--- config.mk ---
export PLATFORM = sky130hd
export DESIGN_NAME = uic_ctrl
export DESIGN_NICKNAME = d
export VERILOG_FILES = /design/src/uic_pkg.sv /design/src/uic_prio.sv /design/src/uic_timeout.sv /design/src/uic_ctrl.sv
export SDC_FILE = /design/constraint.sdc
export NUM_CORES = 1
export LEC_CHECK = 0
export BUFFER_PORTS_ARGS = -buffer_cell sky130_fd_sc_hd__buf_2
export CORE_MARGIN = 4
export CORE_UTILIZATION = 56
export CTS_CLUSTER_SIZE = 28
export DETAILED_ROUTE_END_ITERATION = 10
export PLACE_DENSITY_LB_ADDON = 0.25
export SYNTH_ARGS = -nofsm -noshare
export SYNTH_HDL_FRONTEND = slang
export SYNTH_SLANG_ARGS = --single-unit
--- constraint.sdc ---
create_clock -name sys_clk -period 5.49 [get_ports sys_clk]
set_clock_uncertainty 0.05 [all_clocks]
set_input_delay 1.098 -clock sys_clk [delete_from_list [all_inputs] [get_ports sys_clk]]
set_output_delay 1.098 -clock sys_clk [all_outputs]
set_load 0.02 [all_outputs]
--- src/uic_pkg.sv ---
// Shared constants and types of the serial channel control block
package uic_pkg;
  localparam logic [2:0] ADDR_DATA   = 3'h0;
  localparam logic [2:0] ADDR_MASK   = 3'h1;
  localparam logic [2:0] ADDR_STATUS = 3'h2;
  localparam logic [2:0] ADDR_FORMAT = 3'h3;
  localparam logic [2:0] ADDR_LSTAT  = 3'h5;
  localparam logic [2:0] ADDR_MSTAT  = 3'h6;
  localparam int MASK_RX    = 0;
  localparam int MASK_TX    = 1;
  localparam int MASK_LINE  = 2;
  localparam int MASK_MODEM = 3;
  localparam int QC_ENABLE  = 0;
  localparam int QC_RX_RST  = 1;
  localparam int QC_TX_RST  = 2;
  localparam int QC_DMA     = 3;
  localparam int LF_STOP    = 2;
  localparam int LF_PARITY  = 3;
  localparam int LF_EVEN    = 4;
  localparam int LF_DIVISOR = 7;
  localparam logic [3:0] MASK_RESET   = 4'h0;
  localparam logic [7:0] FORMAT_RESET = 8'h00;
  localparam logic [7:0] DIV_RESET    = 8'h00;
  localparam logic [4:0] TRIG_L0 = 5'h01;
  localparam logic [4:0] TRIG_L1 = 5'h04;
  localparam logic [4:0] TRIG_L2 = 5'h08;
  localparam logic [4:0] TRIG_L3 = 5'h0E;
  localparam logic [3:0] CODE_LINE  = 4'h6;
  localparam logic [3:0] CODE_TMO   = 4'hC;
  localparam logic [3:0] CODE_RX    = 4'h4;
  localparam logic [3:0] CODE_TX    = 4'h2;
  localparam logic [3:0] CODE_MODEM = 4'h0;
  localparam logic [3:0] CODE_NONE  = 4'h1;
  localparam int TMO_CHARS = 4;
  localparam int TMO_BITS  = 12;
  typedef enum logic [5:0] {
    SRC_NONE  = 6'h01,
    SRC_MODEM = 6'h02,
    SRC_TX    = 6'h04,
    SRC_RX    = 6'h08,
    SRC_TMO   = 6'h10,
    SRC_LINE  = 6'h20
  } uic_src_t;
endpackage : uic_pkg

--- src/uic_prio.sv ---
// Priority encoder of the interrupt sources
`timescale 1ns/1ps
`default_nettype none
module uic_prio (
  // Enabled pending sources
  input  wire logic            line_act,
  input  wire logic            tmo_act,
  input  wire logic            rx_act,
  input  wire logic            tx_act,
  input  wire logic            modem_act,
  // Selected source
  output var uic_pkg::uic_src_t src,
  output logic [3:0]           code
);
  always_comb begin
    if (line_act) src = uic_pkg::SRC_LINE;
    else if (tmo_act) src = uic_pkg::SRC_TMO;
    else if (rx_act) src = uic_pkg::SRC_RX;
    else if (tx_act) src = uic_pkg::SRC_TX;
    else if (modem_act) src = uic_pkg::SRC_MODEM;
    else src = uic_pkg::SRC_NONE;
  end

  // A six-bit vector can hold codes outside the enum
  always_comb begin
    unique case (src)
      uic_pkg::SRC_LINE:  code = uic_pkg::CODE_LINE;
      uic_pkg::SRC_TMO:   code = uic_pkg::CODE_TMO;
      uic_pkg::SRC_RX:    code = uic_pkg::CODE_RX;
      uic_pkg::SRC_TX:    code = uic_pkg::CODE_TX;
      uic_pkg::SRC_MODEM: code = uic_pkg::CODE_MODEM;
      default:            code = uic_pkg::CODE_NONE;
    endcase
  end
endmodule : uic_prio
`default_nettype wire

--- src/uic_timeout.sv ---
// Receive time-out timer counted in bit times
`timescale 1ns/1ps
`default_nettype none
module uic_timeout #(
  parameter int CNT_W = 7
) (
  // Clock and reset
  input  wire logic       sys_clk,
  input  wire logic       rstn,
  // Conditions
  input  wire logic       enable,
  input  wire logic       rx_nonempty,
  input  wire logic       activity,
  input  wire logic       bit_tick,
  input  wire logic       clear,
  // Character format
  input  wire logic [1:0] word_length,
  input  wire logic       extra_stop,
  input  wire logic       parity_enable,
  // Flag
  output logic            timeout
);
  if (CNT_W < 7) begin : g_bad_width
    $error("uic_timeout: CNT_W too small for the time-out limit");
  end

  logic [3:0]       char_bits;
  logic [CNT_W-1:0] limit;
  logic [CNT_W-1:0] cnt;
  logic [CNT_W-1:0] next_cnt;
  logic             next_timeout;
  logic             hit;

  // Start, data, parity and stop; one and a half stop bits count as two
  always_comb begin
    char_bits = 4'h7 + {2'b00, word_length} + {3'b000, parity_enable} + {3'b000, extra_stop};
    limit = CNT_W'(uic_pkg::TMO_CHARS * int'(char_bits) + uic_pkg::TMO_BITS);
    hit = enable && rx_nonempty && !activity && (cnt == limit);
    if (!enable || !rx_nonempty || activity) next_cnt = '0;
    else if (bit_tick && cnt != limit) next_cnt = cnt + CNT_W'(1);
    else next_cnt = cnt;
    next_timeout = hit || (timeout && !clear);
  end

  always_ff @(posedge sys_clk or negedge rstn) begin
    if (!rstn) begin
      cnt     <= '0;
      timeout <= 1'b0;
    end else begin
      cnt     <= next_cnt;
      timeout <= next_timeout;
    end
  end
endmodule : uic_timeout
`default_nettype wire

--- src/uic_ctrl.sv ---
// Interrupt, queue and line format control of one serial channel
`timescale 1ns/1ps
`default_nettype none
module uic_ctrl #(
  parameter int FIFO_DEPTH = 16,
  parameter int LVL_W      = $clog2(FIFO_DEPTH + 1)
) (
  // Clock and reset
  input  wire logic             sys_clk,
  input  wire logic             rstn,
  // Register port
  input  wire logic [2:0]       addr,
  input  wire logic [7:0]       wdata,
  input  wire logic             wr,
  input  wire logic             rd,
  output logic [7:0]            rdata,
  // Receive path status
  input  wire logic [7:0]       rx_data,
  input  wire logic [LVL_W-1:0] rx_level,
  input  wire logic             rx_loaded,
  input  wire logic             rx_overrun,
  input  wire logic [2:0]       rx_head_error,
  input  wire logic             rx_fifo_error,
  input  wire logic             bit_tick,
  // Transmit path status
  input  wire logic             tx_empty,
  input  wire logic             tx_shifter_empty,
  input  wire logic             tx_full,
  // Modem status from outside
  input  wire logic [7:0]       modem_status,
  // Transmit data and strobes to the data paths
  output logic [7:0]            tx_data,
  output logic                  tx_write,
  output logic                  rx_read,
  output logic                  modem_status_read,
  output logic                  rx_fifo_reset,
  output logic                  tx_fifo_reset,
  // Configuration
  output logic                  fifo_enable,
  output logic                  dma_mode,
  output logic [LVL_W-1:0]      rx_trigger_level,
  output logic [1:0]            word_length,
  output logic                  extra_stop,
  output logic                  parity_enable,
  output logic                  even_parity,
  output logic                  stick_parity,
  output logic                  send_break,
  output logic                  divisor_select,
  output logic [15:0]           divisor,
  // Interrupt and ready pins
  output logic                  irq,
  output logic                  transmit_ready_pin_n,
  output logic                  receive_ready_pin_n
);
  if (FIFO_DEPTH < 14 || LVL_W != $clog2(FIFO_DEPTH + 1)) begin : g_bad_param
    $error("uic_ctrl: FIFO_DEPTH below 14 or LVL_W inconsistent");
  end

  // Register state
  logic [3:0]       mask;
  logic [7:0]       line_format;
  logic [7:0]       div_lo;
  logic [7:0]       div_hi;
  logic             fifo_en;
  logic             dma;
  logic [LVL_W-1:0] trig;
  logic [3:0]       next_mask;
  logic [7:0]       next_line_format;
  logic [7:0]       next_div_lo;
  logic [7:0]       next_div_hi;
  logic             next_fifo_en;
  logic             next_dma;
  logic [LVL_W-1:0] next_trig;
  logic             next_rx_rst;
  logic             next_tx_rst;
  logic [7:0]       next_rdata;
  logic [7:0]       next_tx_data;

  // Interrupt state
  logic             tx_pend;
  logic             line_pend;
  logic             overrun;
  logic             tx_prev;
  logic             err_prev;
  logic             next_tx_pend;
  logic             next_line_pend;
  logic             next_overrun;
  logic             next_irq;
  logic             next_tx_pin_n;
  logic             next_rx_pin_n;

  // Decodes and sources
  logic             div_sel;
  logic             wr_hold;
  logic             wr_mask;
  logic             wr_dll;
  logic             wr_dlm;
  logic             wr_queue;
  logic             wr_format;
  logic             rd_hold;
  logic             rd_status;
  logic             rd_lstat;
  logic             rd_mstat;
  logic             rx_nonempty;
  logic             rx_hit;
  logic             timeout;
  logic             tx_set;
  logic             tx_clr;
  logic             line_set;
  logic             modem_pend;
  uic_pkg::uic_src_t src;
  logic [3:0]       code;

  always_comb begin
    div_sel   = line_format[uic_pkg::LF_DIVISOR];
    wr_hold   = wr && addr == uic_pkg::ADDR_DATA && !div_sel;
    wr_dll    = wr && addr == uic_pkg::ADDR_DATA && div_sel;
    wr_mask   = wr && addr == uic_pkg::ADDR_MASK && !div_sel;
    wr_dlm    = wr && addr == uic_pkg::ADDR_MASK && div_sel;
    wr_queue  = wr && addr == uic_pkg::ADDR_STATUS;
    wr_format = wr && addr == uic_pkg::ADDR_FORMAT;
    rd_hold   = rd && addr == uic_pkg::ADDR_DATA && !div_sel;
    rd_status = rd && addr == uic_pkg::ADDR_STATUS;
    rd_lstat  = rd && addr == uic_pkg::ADDR_LSTAT;
    rd_mstat  = rd && addr == uic_pkg::ADDR_MSTAT;
  end

  // Receive fill against trigger; in non-FIFO mode any held character counts
  always_comb begin
    rx_nonempty = rx_level != '0;
    rx_hit = fifo_en ? (rx_level >= trig) : rx_nonempty;
    modem_pend = |modem_status[3:0];
  end

  uic_timeout #(
    .CNT_W         (7)
  ) u_timeout (
    .sys_clk       (sys_clk),
    .rstn          (rstn),
    .enable        (fifo_en),
    .rx_nonempty   (rx_nonempty),
    .activity      (rx_loaded || rd_hold),
    .bit_tick      (bit_tick),
    .clear         (rd_hold),
    .word_length   (line_format[1:0]),
    .extra_stop    (line_format[uic_pkg::LF_STOP]),
    .parity_enable (line_format[uic_pkg::LF_PARITY]),
    .timeout       (timeout)
  );

  // Sources gated by the mask, re-evaluated every clock
  uic_prio u_prio (
    .line_act      (mask[uic_pkg::MASK_LINE] && line_pend),
    .tmo_act       (mask[uic_pkg::MASK_RX] && timeout),
    .rx_act        (mask[uic_pkg::MASK_RX] && rx_hit),
    .tx_act        (mask[uic_pkg::MASK_TX] && tx_pend),
    .modem_act     (mask[uic_pkg::MASK_MODEM] && modem_pend),
    .src           (src),
    .code          (code)
  );

  // Register writes and read data
  always_comb begin
    next_mask        = mask;
    next_line_format = line_format;
    next_div_lo      = div_lo;
    next_div_hi      = div_hi;
    next_fifo_en     = fifo_en;
    next_dma         = dma;
    next_trig        = trig;
    next_rx_rst      = 1'b0;
    next_tx_rst      = 1'b0;
    next_tx_data     = tx_data;
    next_rdata       = 8'h00;
    if (wr_hold) next_tx_data = wdata;
    if (wr_mask) next_mask = wdata[3:0];
    if (wr_dll) next_div_lo = wdata;
    if (wr_dlm) next_div_hi = wdata;
    if (wr_format) next_line_format = wdata;
    if (wr_queue) begin
      next_fifo_en = wdata[uic_pkg::QC_ENABLE];
      if (wdata[uic_pkg::QC_ENABLE]) begin
        next_rx_rst = wdata[uic_pkg::QC_RX_RST];
        next_tx_rst = wdata[uic_pkg::QC_TX_RST];
        next_dma    = wdata[uic_pkg::QC_DMA];
        unique case (wdata[7:6])
          2'b00: next_trig = LVL_W'(uic_pkg::TRIG_L0);
          2'b01: next_trig = LVL_W'(uic_pkg::TRIG_L1);
          2'b10: next_trig = LVL_W'(uic_pkg::TRIG_L2);
          2'b11: next_trig = LVL_W'(uic_pkg::TRIG_L3);
        endcase
      end
    end
    if (rd) begin
      unique case (addr)
        uic_pkg::ADDR_DATA:   next_rdata = div_sel ? div_lo : rx_data;
        uic_pkg::ADDR_MASK:   next_rdata = div_sel ? div_hi : {4'h0, mask};
        uic_pkg::ADDR_STATUS: next_rdata = {fifo_en, fifo_en, 2'b00, code};
        uic_pkg::ADDR_FORMAT: next_rdata = line_format;
        uic_pkg::ADDR_LSTAT:  next_rdata = {rx_fifo_error,
                                            tx_empty && tx_shifter_empty,
                                            tx_empty, rx_head_error,
                                            overrun, rx_nonempty};
        uic_pkg::ADDR_MSTAT:  next_rdata = modem_status;
        default:              next_rdata = 8'h00;
      endcase
    end
  end

  always_ff @(posedge sys_clk or negedge rstn) begin
    if (!rstn) begin
      mask          <= uic_pkg::MASK_RESET;
      line_format   <= uic_pkg::FORMAT_RESET;
      div_lo        <= uic_pkg::DIV_RESET;
      div_hi        <= uic_pkg::DIV_RESET;
      fifo_en       <= 1'b0;
      dma           <= 1'b0;
      trig          <= LVL_W'(uic_pkg::TRIG_L0);
      rx_fifo_reset <= 1'b0;
      tx_fifo_reset <= 1'b0;
      tx_data       <= 8'h00;
      rdata         <= 8'h00;
    end else begin
      mask          <= next_mask;
      line_format   <= next_line_format;
      div_lo        <= next_div_lo;
      div_hi        <= next_div_hi;
      fifo_en       <= next_fifo_en;
      dma           <= next_dma;
      trig          <= next_trig;
      rx_fifo_reset <= next_rx_rst;
      tx_fifo_reset <= next_tx_rst;
      tx_data       <= next_tx_data;
      rdata         <= next_rdata;
    end
  end

  // Interrupt sources; a set in the clearing cycle wins
  always_comb begin
    tx_set = (tx_empty && !tx_prev)
           || (wr_mask && wdata[uic_pkg::MASK_TX] && !mask[uic_pkg::MASK_TX] && tx_empty);
    tx_clr = wr_hold || (rd_status && src == uic_pkg::SRC_TX);
    next_tx_pend = tx_set || (tx_pend && !tx_clr);
    line_set = rx_overrun || (|rx_head_error && !err_prev);
    next_line_pend = line_set || (line_pend && !rd_lstat);
    next_overrun = rx_overrun || (overrun && !rd_lstat);
    next_irq = src != uic_pkg::SRC_NONE;
    next_rx_pin_n = dma ? !(rx_hit || timeout) : !rx_nonempty;
    next_tx_pin_n = dma ? tx_full : !tx_empty;
  end

  always_ff @(posedge sys_clk or negedge rstn) begin
    if (!rstn) begin
      tx_pend              <= 1'b0;
      line_pend            <= 1'b0;
      overrun              <= 1'b0;
      tx_prev              <= 1'b1;
      err_prev             <= 1'b0;
      irq                  <= 1'b0;
      tx_write             <= 1'b0;
      rx_read              <= 1'b0;
      modem_status_read    <= 1'b0;
      receive_ready_pin_n  <= 1'b1;
      transmit_ready_pin_n <= 1'b1;
    end else begin
      tx_pend              <= next_tx_pend;
      line_pend            <= next_line_pend;
      overrun              <= next_overrun;
      tx_prev              <= tx_empty;
      err_prev             <= |rx_head_error;
      irq                  <= next_irq;
      tx_write             <= wr_hold;
      rx_read              <= rd_hold;
      modem_status_read    <= rd_mstat;
      receive_ready_pin_n  <= next_rx_pin_n;
      transmit_ready_pin_n <= next_tx_pin_n;
    end
  end

  assign fifo_enable      = fifo_en;
  assign dma_mode         = dma;
  assign rx_trigger_level = trig;
  assign word_length      = line_format[1:0];
  assign extra_stop       = line_format[uic_pkg::LF_STOP];
  assign parity_enable    = line_format[uic_pkg::LF_PARITY];
  assign even_parity      = line_format[uic_pkg::LF_EVEN];
  assign stick_parity     = line_format[5];
  assign send_break       = line_format[6];
  assign divisor_select   = line_format[uic_pkg::LF_DIVISOR];
  assign divisor          = {div_hi, div_lo};
endmodule : uic_ctrl
`default_nettype wire

# Word-level counts from Yosys, hierarchy flattened
# Index checks and enable logic that the tools add are counted.
dict set report word_totals {
  regBits 72
  out_inout_bits 55
  wordCells 129
}
dict set report classes {
  n_addsub 5
  n_lt_le_gt_ge 1
  n_eq_ne 16
  muxes 20
  reduce_logical 63
}
# op count
set ops {}
lappend ops {{case mux 8 bit (6 select lines)} 1}
lappend ops {{logical AND 1 bit} 33}
lappend ops {{two-way mux 6 bit} 4}
lappend ops {{two-way mux 8 bit} 3}
lappend ops {{case mux 4 bit (5 select lines)} 1}
lappend ops {{case mux 5 bit (4 select lines)} 1}
lappend ops {{two-way mux 7 bit} 2}
lappend ops {{logical NOT 1 bit} 12}
lappend ops {{logical OR 1 bit} 11}
lappend ops {{adder 4 x 1 -> 4 bit} 2}
lappend ops {{adder 6 x 4 -> 7 bit, second input constant} 1}
lappend ops {{adder 7 x 1 -> 7 bit, second input constant} 1}
lappend ops {{== test 7 bit} 1}
lappend ops {{two-way mux 1 bit} 7}
lappend ops {{inequality test 7 bit} 1}
lappend ops {{== test 3 x 2 -> 1 bit, second input constant} 2}
lappend ops {{== test 3 bit, second input constant} 2}
lappend ops {{== test 6 x 2 -> 1 bit, second input constant} 1}
lappend ops {{== test 6 x 3 -> 1 bit, second input constant} 1}
lappend ops {{== test 6 x 4 -> 1 bit, second input constant} 1}
lappend ops {{== test 6 x 5 -> 1 bit, second input constant} 1}
lappend ops {{== test 6 bit, second input constant} 1}
lappend ops {{inequality test 6 x 1 -> 1 bit, second input constant} 1}
lappend ops {{greater-or-equal comparator 5 bit} 1}
lappend ops {{other kinds (12)} 13}

# Logic depth before layout (Yosys ltp)
dict set report logic_depth {
  depth_word 13
  depth_mapped 13
  mapped_depth_nobuf 13
}

# Hierarchy
# Synthesis repeated with hierarchy kept, for this count alone.
dict set report hier_totals {
  hier_cells 340
  area_unflattened_um2 3853.7
}
# module instances cells_each area_per_inst_um2 seq_area_each_um2
set modules_own_cells {}
lappend modules_own_cells {uic_ctrl 1 253 3093.0 1581.5}
lappend modules_own_cells {uic_timeout 1 74 675.6 200.2}
lappend modules_own_cells {uic_prio 1 13 85.1 0.0}

# Least setup slack after synthesis
# No wires, ideal clock.
dict set report synth_path {
  path_kind {flip-flop to flip-flop}
  from {reg line_format[0]}
  to {reg u_timeout.cnt[5]}
  t_arrival_ns 2.934
  setup_slack_ns 2.425
  path_stages_with_launch 13
  n_path_buf 0
  period_less_slack_ns 3.065
  cell_sequence {dfrtp_1 inv_1 ha_1 inv_1 ha_1 fa_1 inv_1 ha_1 or4_4 nand4b_2 o211ai_2 or3_1 a21oi_1}
}
dict set report synth_via {
  elab_chain_len 7
}
# element line
set synth_lines {}
lappend synth_lines {{from (decl)} uic_ctrl.sv:61} ;# logic [7:0] line_format;
lappend synth_lines {{from (signal assigned)} uic_ctrl.sv:213} ;# line_format <= uic_pkg::FORMAT_RESET;
lappend synth_lines {{from (signal assigned)} uic_ctrl.sv:225} ;# line_format <= next_line_format;
lappend synth_lines {{adder 3 x 2 -> 4 bit} uic_timeout.sv:36} ;# char_bits = 4'h7 + {2'b00, word_length} + {3'b000, parity_enable} + {3'b000, extra_stop};
lappend synth_lines {{adder 4 x 1 -> 4 bit (2 in series)} uic_timeout.sv:36}
lappend synth_lines {{adder 6 x 4 -> 7 bit} uic_timeout.sv:37} ;# limit = CNT_W'(uic_pkg::TMO_CHARS * int'(char_bits) + uic_pkg::TMO_BITS);
lappend synth_lines {{inequality test 7 bit} uic_timeout.sv:40} ;# else if (bit_tick && cnt != limit) next_cnt = cnt + CNT_W'(1);
lappend synth_lines {{logical AND 1 bit} uic_timeout.sv:40}
lappend synth_lines {{nonzero test 2 bit (no line)} n/a}
lappend synth_lines {{to (signal assigned)} uic_timeout.sv:50} ;# cnt <= next_cnt;
lappend synth_lines {{to (decl)} uic_timeout.sv:29} ;# logic [CNT_W-1:0] cnt;
# Every way passes these cells.
# A chain may end at the register's enable or synchronous reset.

# Worst setup path in the final report
dict set report layout_path {
  from {reg line_format[3]}
  to {reg u_timeout.cnt[2]}
}
dict set report layout_via {
  elab_chain_len 6
}
# element line
set layout_lines {}
lappend layout_lines {{adder 4 x 1 -> 4 bit (2 in series)} uic_timeout.sv:36}
lappend layout_lines {{adder 6 x 4 -> 7 bit} uic_timeout.sv:37}
lappend layout_lines {{inequality test 7 bit} uic_timeout.sv:40}
lappend layout_lines {{logical AND 1 bit} uic_timeout.sv:40}
lappend layout_lines {{nonzero test 2 bit (no line)} n/a}
# Every way passes these cells.

==> impl_metrics.ini <==
[run_status]
outcome = completed

[global_route]
groute.usage.overall_pct = 24.9
grt_first_pass_wirelength_um = 14700
maximum_number_of_pins_on_one_net_before_global_route_repair = 72
antenna_found_initial = 0
vias_in_the_first_global_route = 2957
grt_remaining_overflow = 0

[yosys]
synth.cell_area_um2 = 3560
synth.distinct_cells = 52
synth_largest_type_area_fraction_pct = 47.1
synth.most_common_cell = sky130_fd_sc_hd__dfrtp_1
yosysTopAreaCell = sky130_fd_sc_hd__dfrtp_1
synthesis.nets = 391
synth_async_sr_flop_share_pct = 100
mean_post_synth_cell_area_um2 = 10.7
ys_top_cells_by_count = 67 x sky130_fd_sc_hd__dfrtp_1, 34 x sky130_fd_sc_hd__mux2_2, 33 x sky130_fd_sc_hd__nand2_1
synth_area_leaders = sky130_fd_sc_hd__dfrtp_1 47%, sky130_fd_sc_hd__mux2_2 11%, sky130_fd_sc_hd__ha_1 3.9%, sky130_fd_sc_hd__nand2_1 3.5%, sky130_fd_sc_hd__o21ai_0 3.2%
synth_simple_gate_area_share_pct = 13.0
synth-compound-area-share_pct = 13.2
yosys-mux-area-fraction_pct = 13.6
synth-edff-count = 0
post_synth_adder_cell_area_pct = 4.43
synth_seq_area_share_pct = 50.0
ys.flop_type = sky130_fd_sc_hd__dfrtp_1
xor_xnor_portion_of_the_synthesized_cell_area_pct = 1.97
postSynthRegisterBits = 71
synth_top_family_by_area = multiplexers
gate_count_post_synth = 333
ys.warnings.count = 0

[placement]
postPlaceCellArea_um2 = 4110
buffer_ports.inserted = 99
gpl.final_weighted_congestion = 0.986
dpl.hpwl_um = 6700

[die]
die-area_um2 = 7700
design.portCount = 101
std_cell_rows = 28
chipHeight_um = 87.8
floorplan.die.width_um = 87.8
initial_core_util_pct = 58.8
core_region_area_um2 = 6060

[drt]
detail_route.wirelength_um = 8990
post_dr_vias_cell = 5.95
routedWlPerCell_um = 17.6
drtPass1Iterations = 6
drcViolationCount = 0
antenna_left = 0
first_iter_violations = 393
detailroute.via_count = 3048

[clock_network]
clock_sink_count = 71
cts_tree = yes
root_buffer = sky130_fd_sc_hd__clkbuf_8
h-tree-depth = 3
cts-hold-fix-buffers = 0
clk_latency_ns = 0.34
cts-buffers-inserted = 9
cts_setup_buffers = 0
clk_pin_slew_ns = 0.08
clockBufferDepth = 2
cts_resized = 0

[sta]
final.period_utilization_pct = 57.7
timing.slew.headroom_pct = 41.2
max_freq_mhz = 315
maxSlewViolCount = 0
rsz0062_at_grt = no
fin_setup_tns_ns = 0
final-hold-violation-count = 0
max_slew.worst_pin.slew_ns = 0.874
final_worst_path_period_need_ns = 3.17
setup_violations = 0

[critical_path]
r2r-end = u_timeout.cnt[2]
path_depth = 12
timing_worst_setup_path_type = register to register
crit_start = line_format[3]
critPathMaxStageDelay_ns = 0.54
crit_slowest_cell = sky130_fd_sc_hd__or4_4
critPathTopFamily = adder cells
timing.critical_path.buf_inv = 3
worstRegToRegCells = 12
timing.critical_path.cells = inv_1, ha_1, inv_1, ha_1, fa_1, inv_1, ha_1, or4_4, nand4b_2, nor2_1, or3_1, a21oi_1
crit_arrival_ns = 3.39
worstSetupEndpoint = u_timeout.cnt[2]
regToRegSetupSlack_ns = 2.32
cp-end-kind = register
crit_path_start_kind = register
crit_fanout = 7
required_ns = 5.71
rr_startpoint = line_format[3]

[pwr]
p_leak_nw = 2.11
vdd_ir_drop_max_mv = 0.269
power-per-cell-area_nw_per_um2 = 381
design_power_total_mw = 1.63

[finish]
nets_final = 490
final_area_um2 = 4280
final_core_utilization_pct = 70.7
insertedDiodeCount = 0
n_fill_cell = 475
post_synthesis_to_final_layout_area_growth_pct = 20.3
final_layout_size_suffix_gt1_share_pct = 36.4

[min_path]
hold_path_depth = 1
min-delay-path-class = register to register

[flow_run]
timing.max_cap.violations = 0
[kinds of logic (layout without fill, tap and decap cells)]
group                    Yosys count  in the layout
AND/OR/NAND/NOR                   94             94
AO/OA/AOI/OAI                     71             71
flip-flops                        71             71
multiplexers                      43             43
buffers and inverters             33            137
adder cells (fa/ha/maj)           12             12
XOR/XNOR                           8              8
other                              1              1
[flip-flops by register name, summed over array words and instances (netlist names), 4 cells and up]
signal and cells:
tx_data 8, div_hi 8, line_format 8, u_timeout.cnt 7, rx_trigger_level 4, div_lo 8
rdata 8, mask 4
[power breakdown]
| group | internal (mW) | total, mW | switching, mW |
|---|---|---|---|
| clock | 0.188 | 0.373 | 0.185 |
| combinational | 0.229 | 0.543 | 0.314 |
| sequential | 0.619 | 0.715 | 0.0957 |
[metal layers]
metal  wire length, um  share of wire (%)  up-vias  track usage [%]
li1                  -                  -     1402                -
met1              3860                 43     1457             35.0
met2              4210                 47      165             38.4
met3               747                8.3       24             4.61
met4               172                1.9        0             9.48
met5                 0                  0        -                0
[cell usage in the layout (no fill, tap or decap), drive strengths merged, types with 3 or more instances in the layout]
cell and instances:
clkinv 4, nand3 9, nand2 33, o211ai 3
nor2 22, or3 6, inv 19, xnor2 3
a21oi 11, mux2 34, a311oi 3, buf 100
ha 11, xor2 5, a221oi 7, dfrtp 67
a22o 4, o31ai 4, nor3 7, mux2i 8
nand4 5, clkbuf 13, o21ai 23, a31oi 5
dfstp 4
[worst register-to-register path, delay by kind of cell, from the launching register on]
kind,cells,cell delay (ns)
AO/OA/AOI/OAI,1,0.15
adder cells (fa/ha/maj),4,1.15
buffers and inverters,3,0.16
flip-flops,1,0.44
AND/OR/NAND/NOR,4,1.15
[metrics by stage]
stage                     hold WS (ns)  std cells  setup slack, ns
after CTS                        0.432        512             2.30
after floorplan                  0.385        333             2.43
final                            0.427        512             2.32
after detailed placement         0.416        496             2.32
after global placement           0.411        496             2.38
after global routing             0.464        512             2.16
[worst min path at each step]
| stage | startpoint | end |
|---|---|---|
| 3_3_place_gp | tx_data[1] | tx_data[1] |
| 3_5_place_dp | overrun | overrun |
| 4_1_cts | overrun | overrun |
| 6_report | overrun | overrun |
| 2_1_floorplan | u_timeout.timeout | receive_ready_pin_n |
| 5_1_grt | tx_data[5] | tx_data[5] |
[final cells by class]
| cell class | instances | area [um2] | area share [%] |
|---|---|---|---|
| sequential | 71 | 1780 | 41.6 |
| multi-input combinational | 229 | 1650 | 38.5 |
| timing repair buffer | 100 | 503 | 11.7 |
| clock buffer | 13 | 159 | 3.71 |
| tap | 75 | 93.8 | 2.19 |
| inverter | 21 | 78.8 | 1.84 |
| clock inverter | 3 | 17.5 | 0.409 |
No activity file was read; power rests on OpenSTA's default activity.
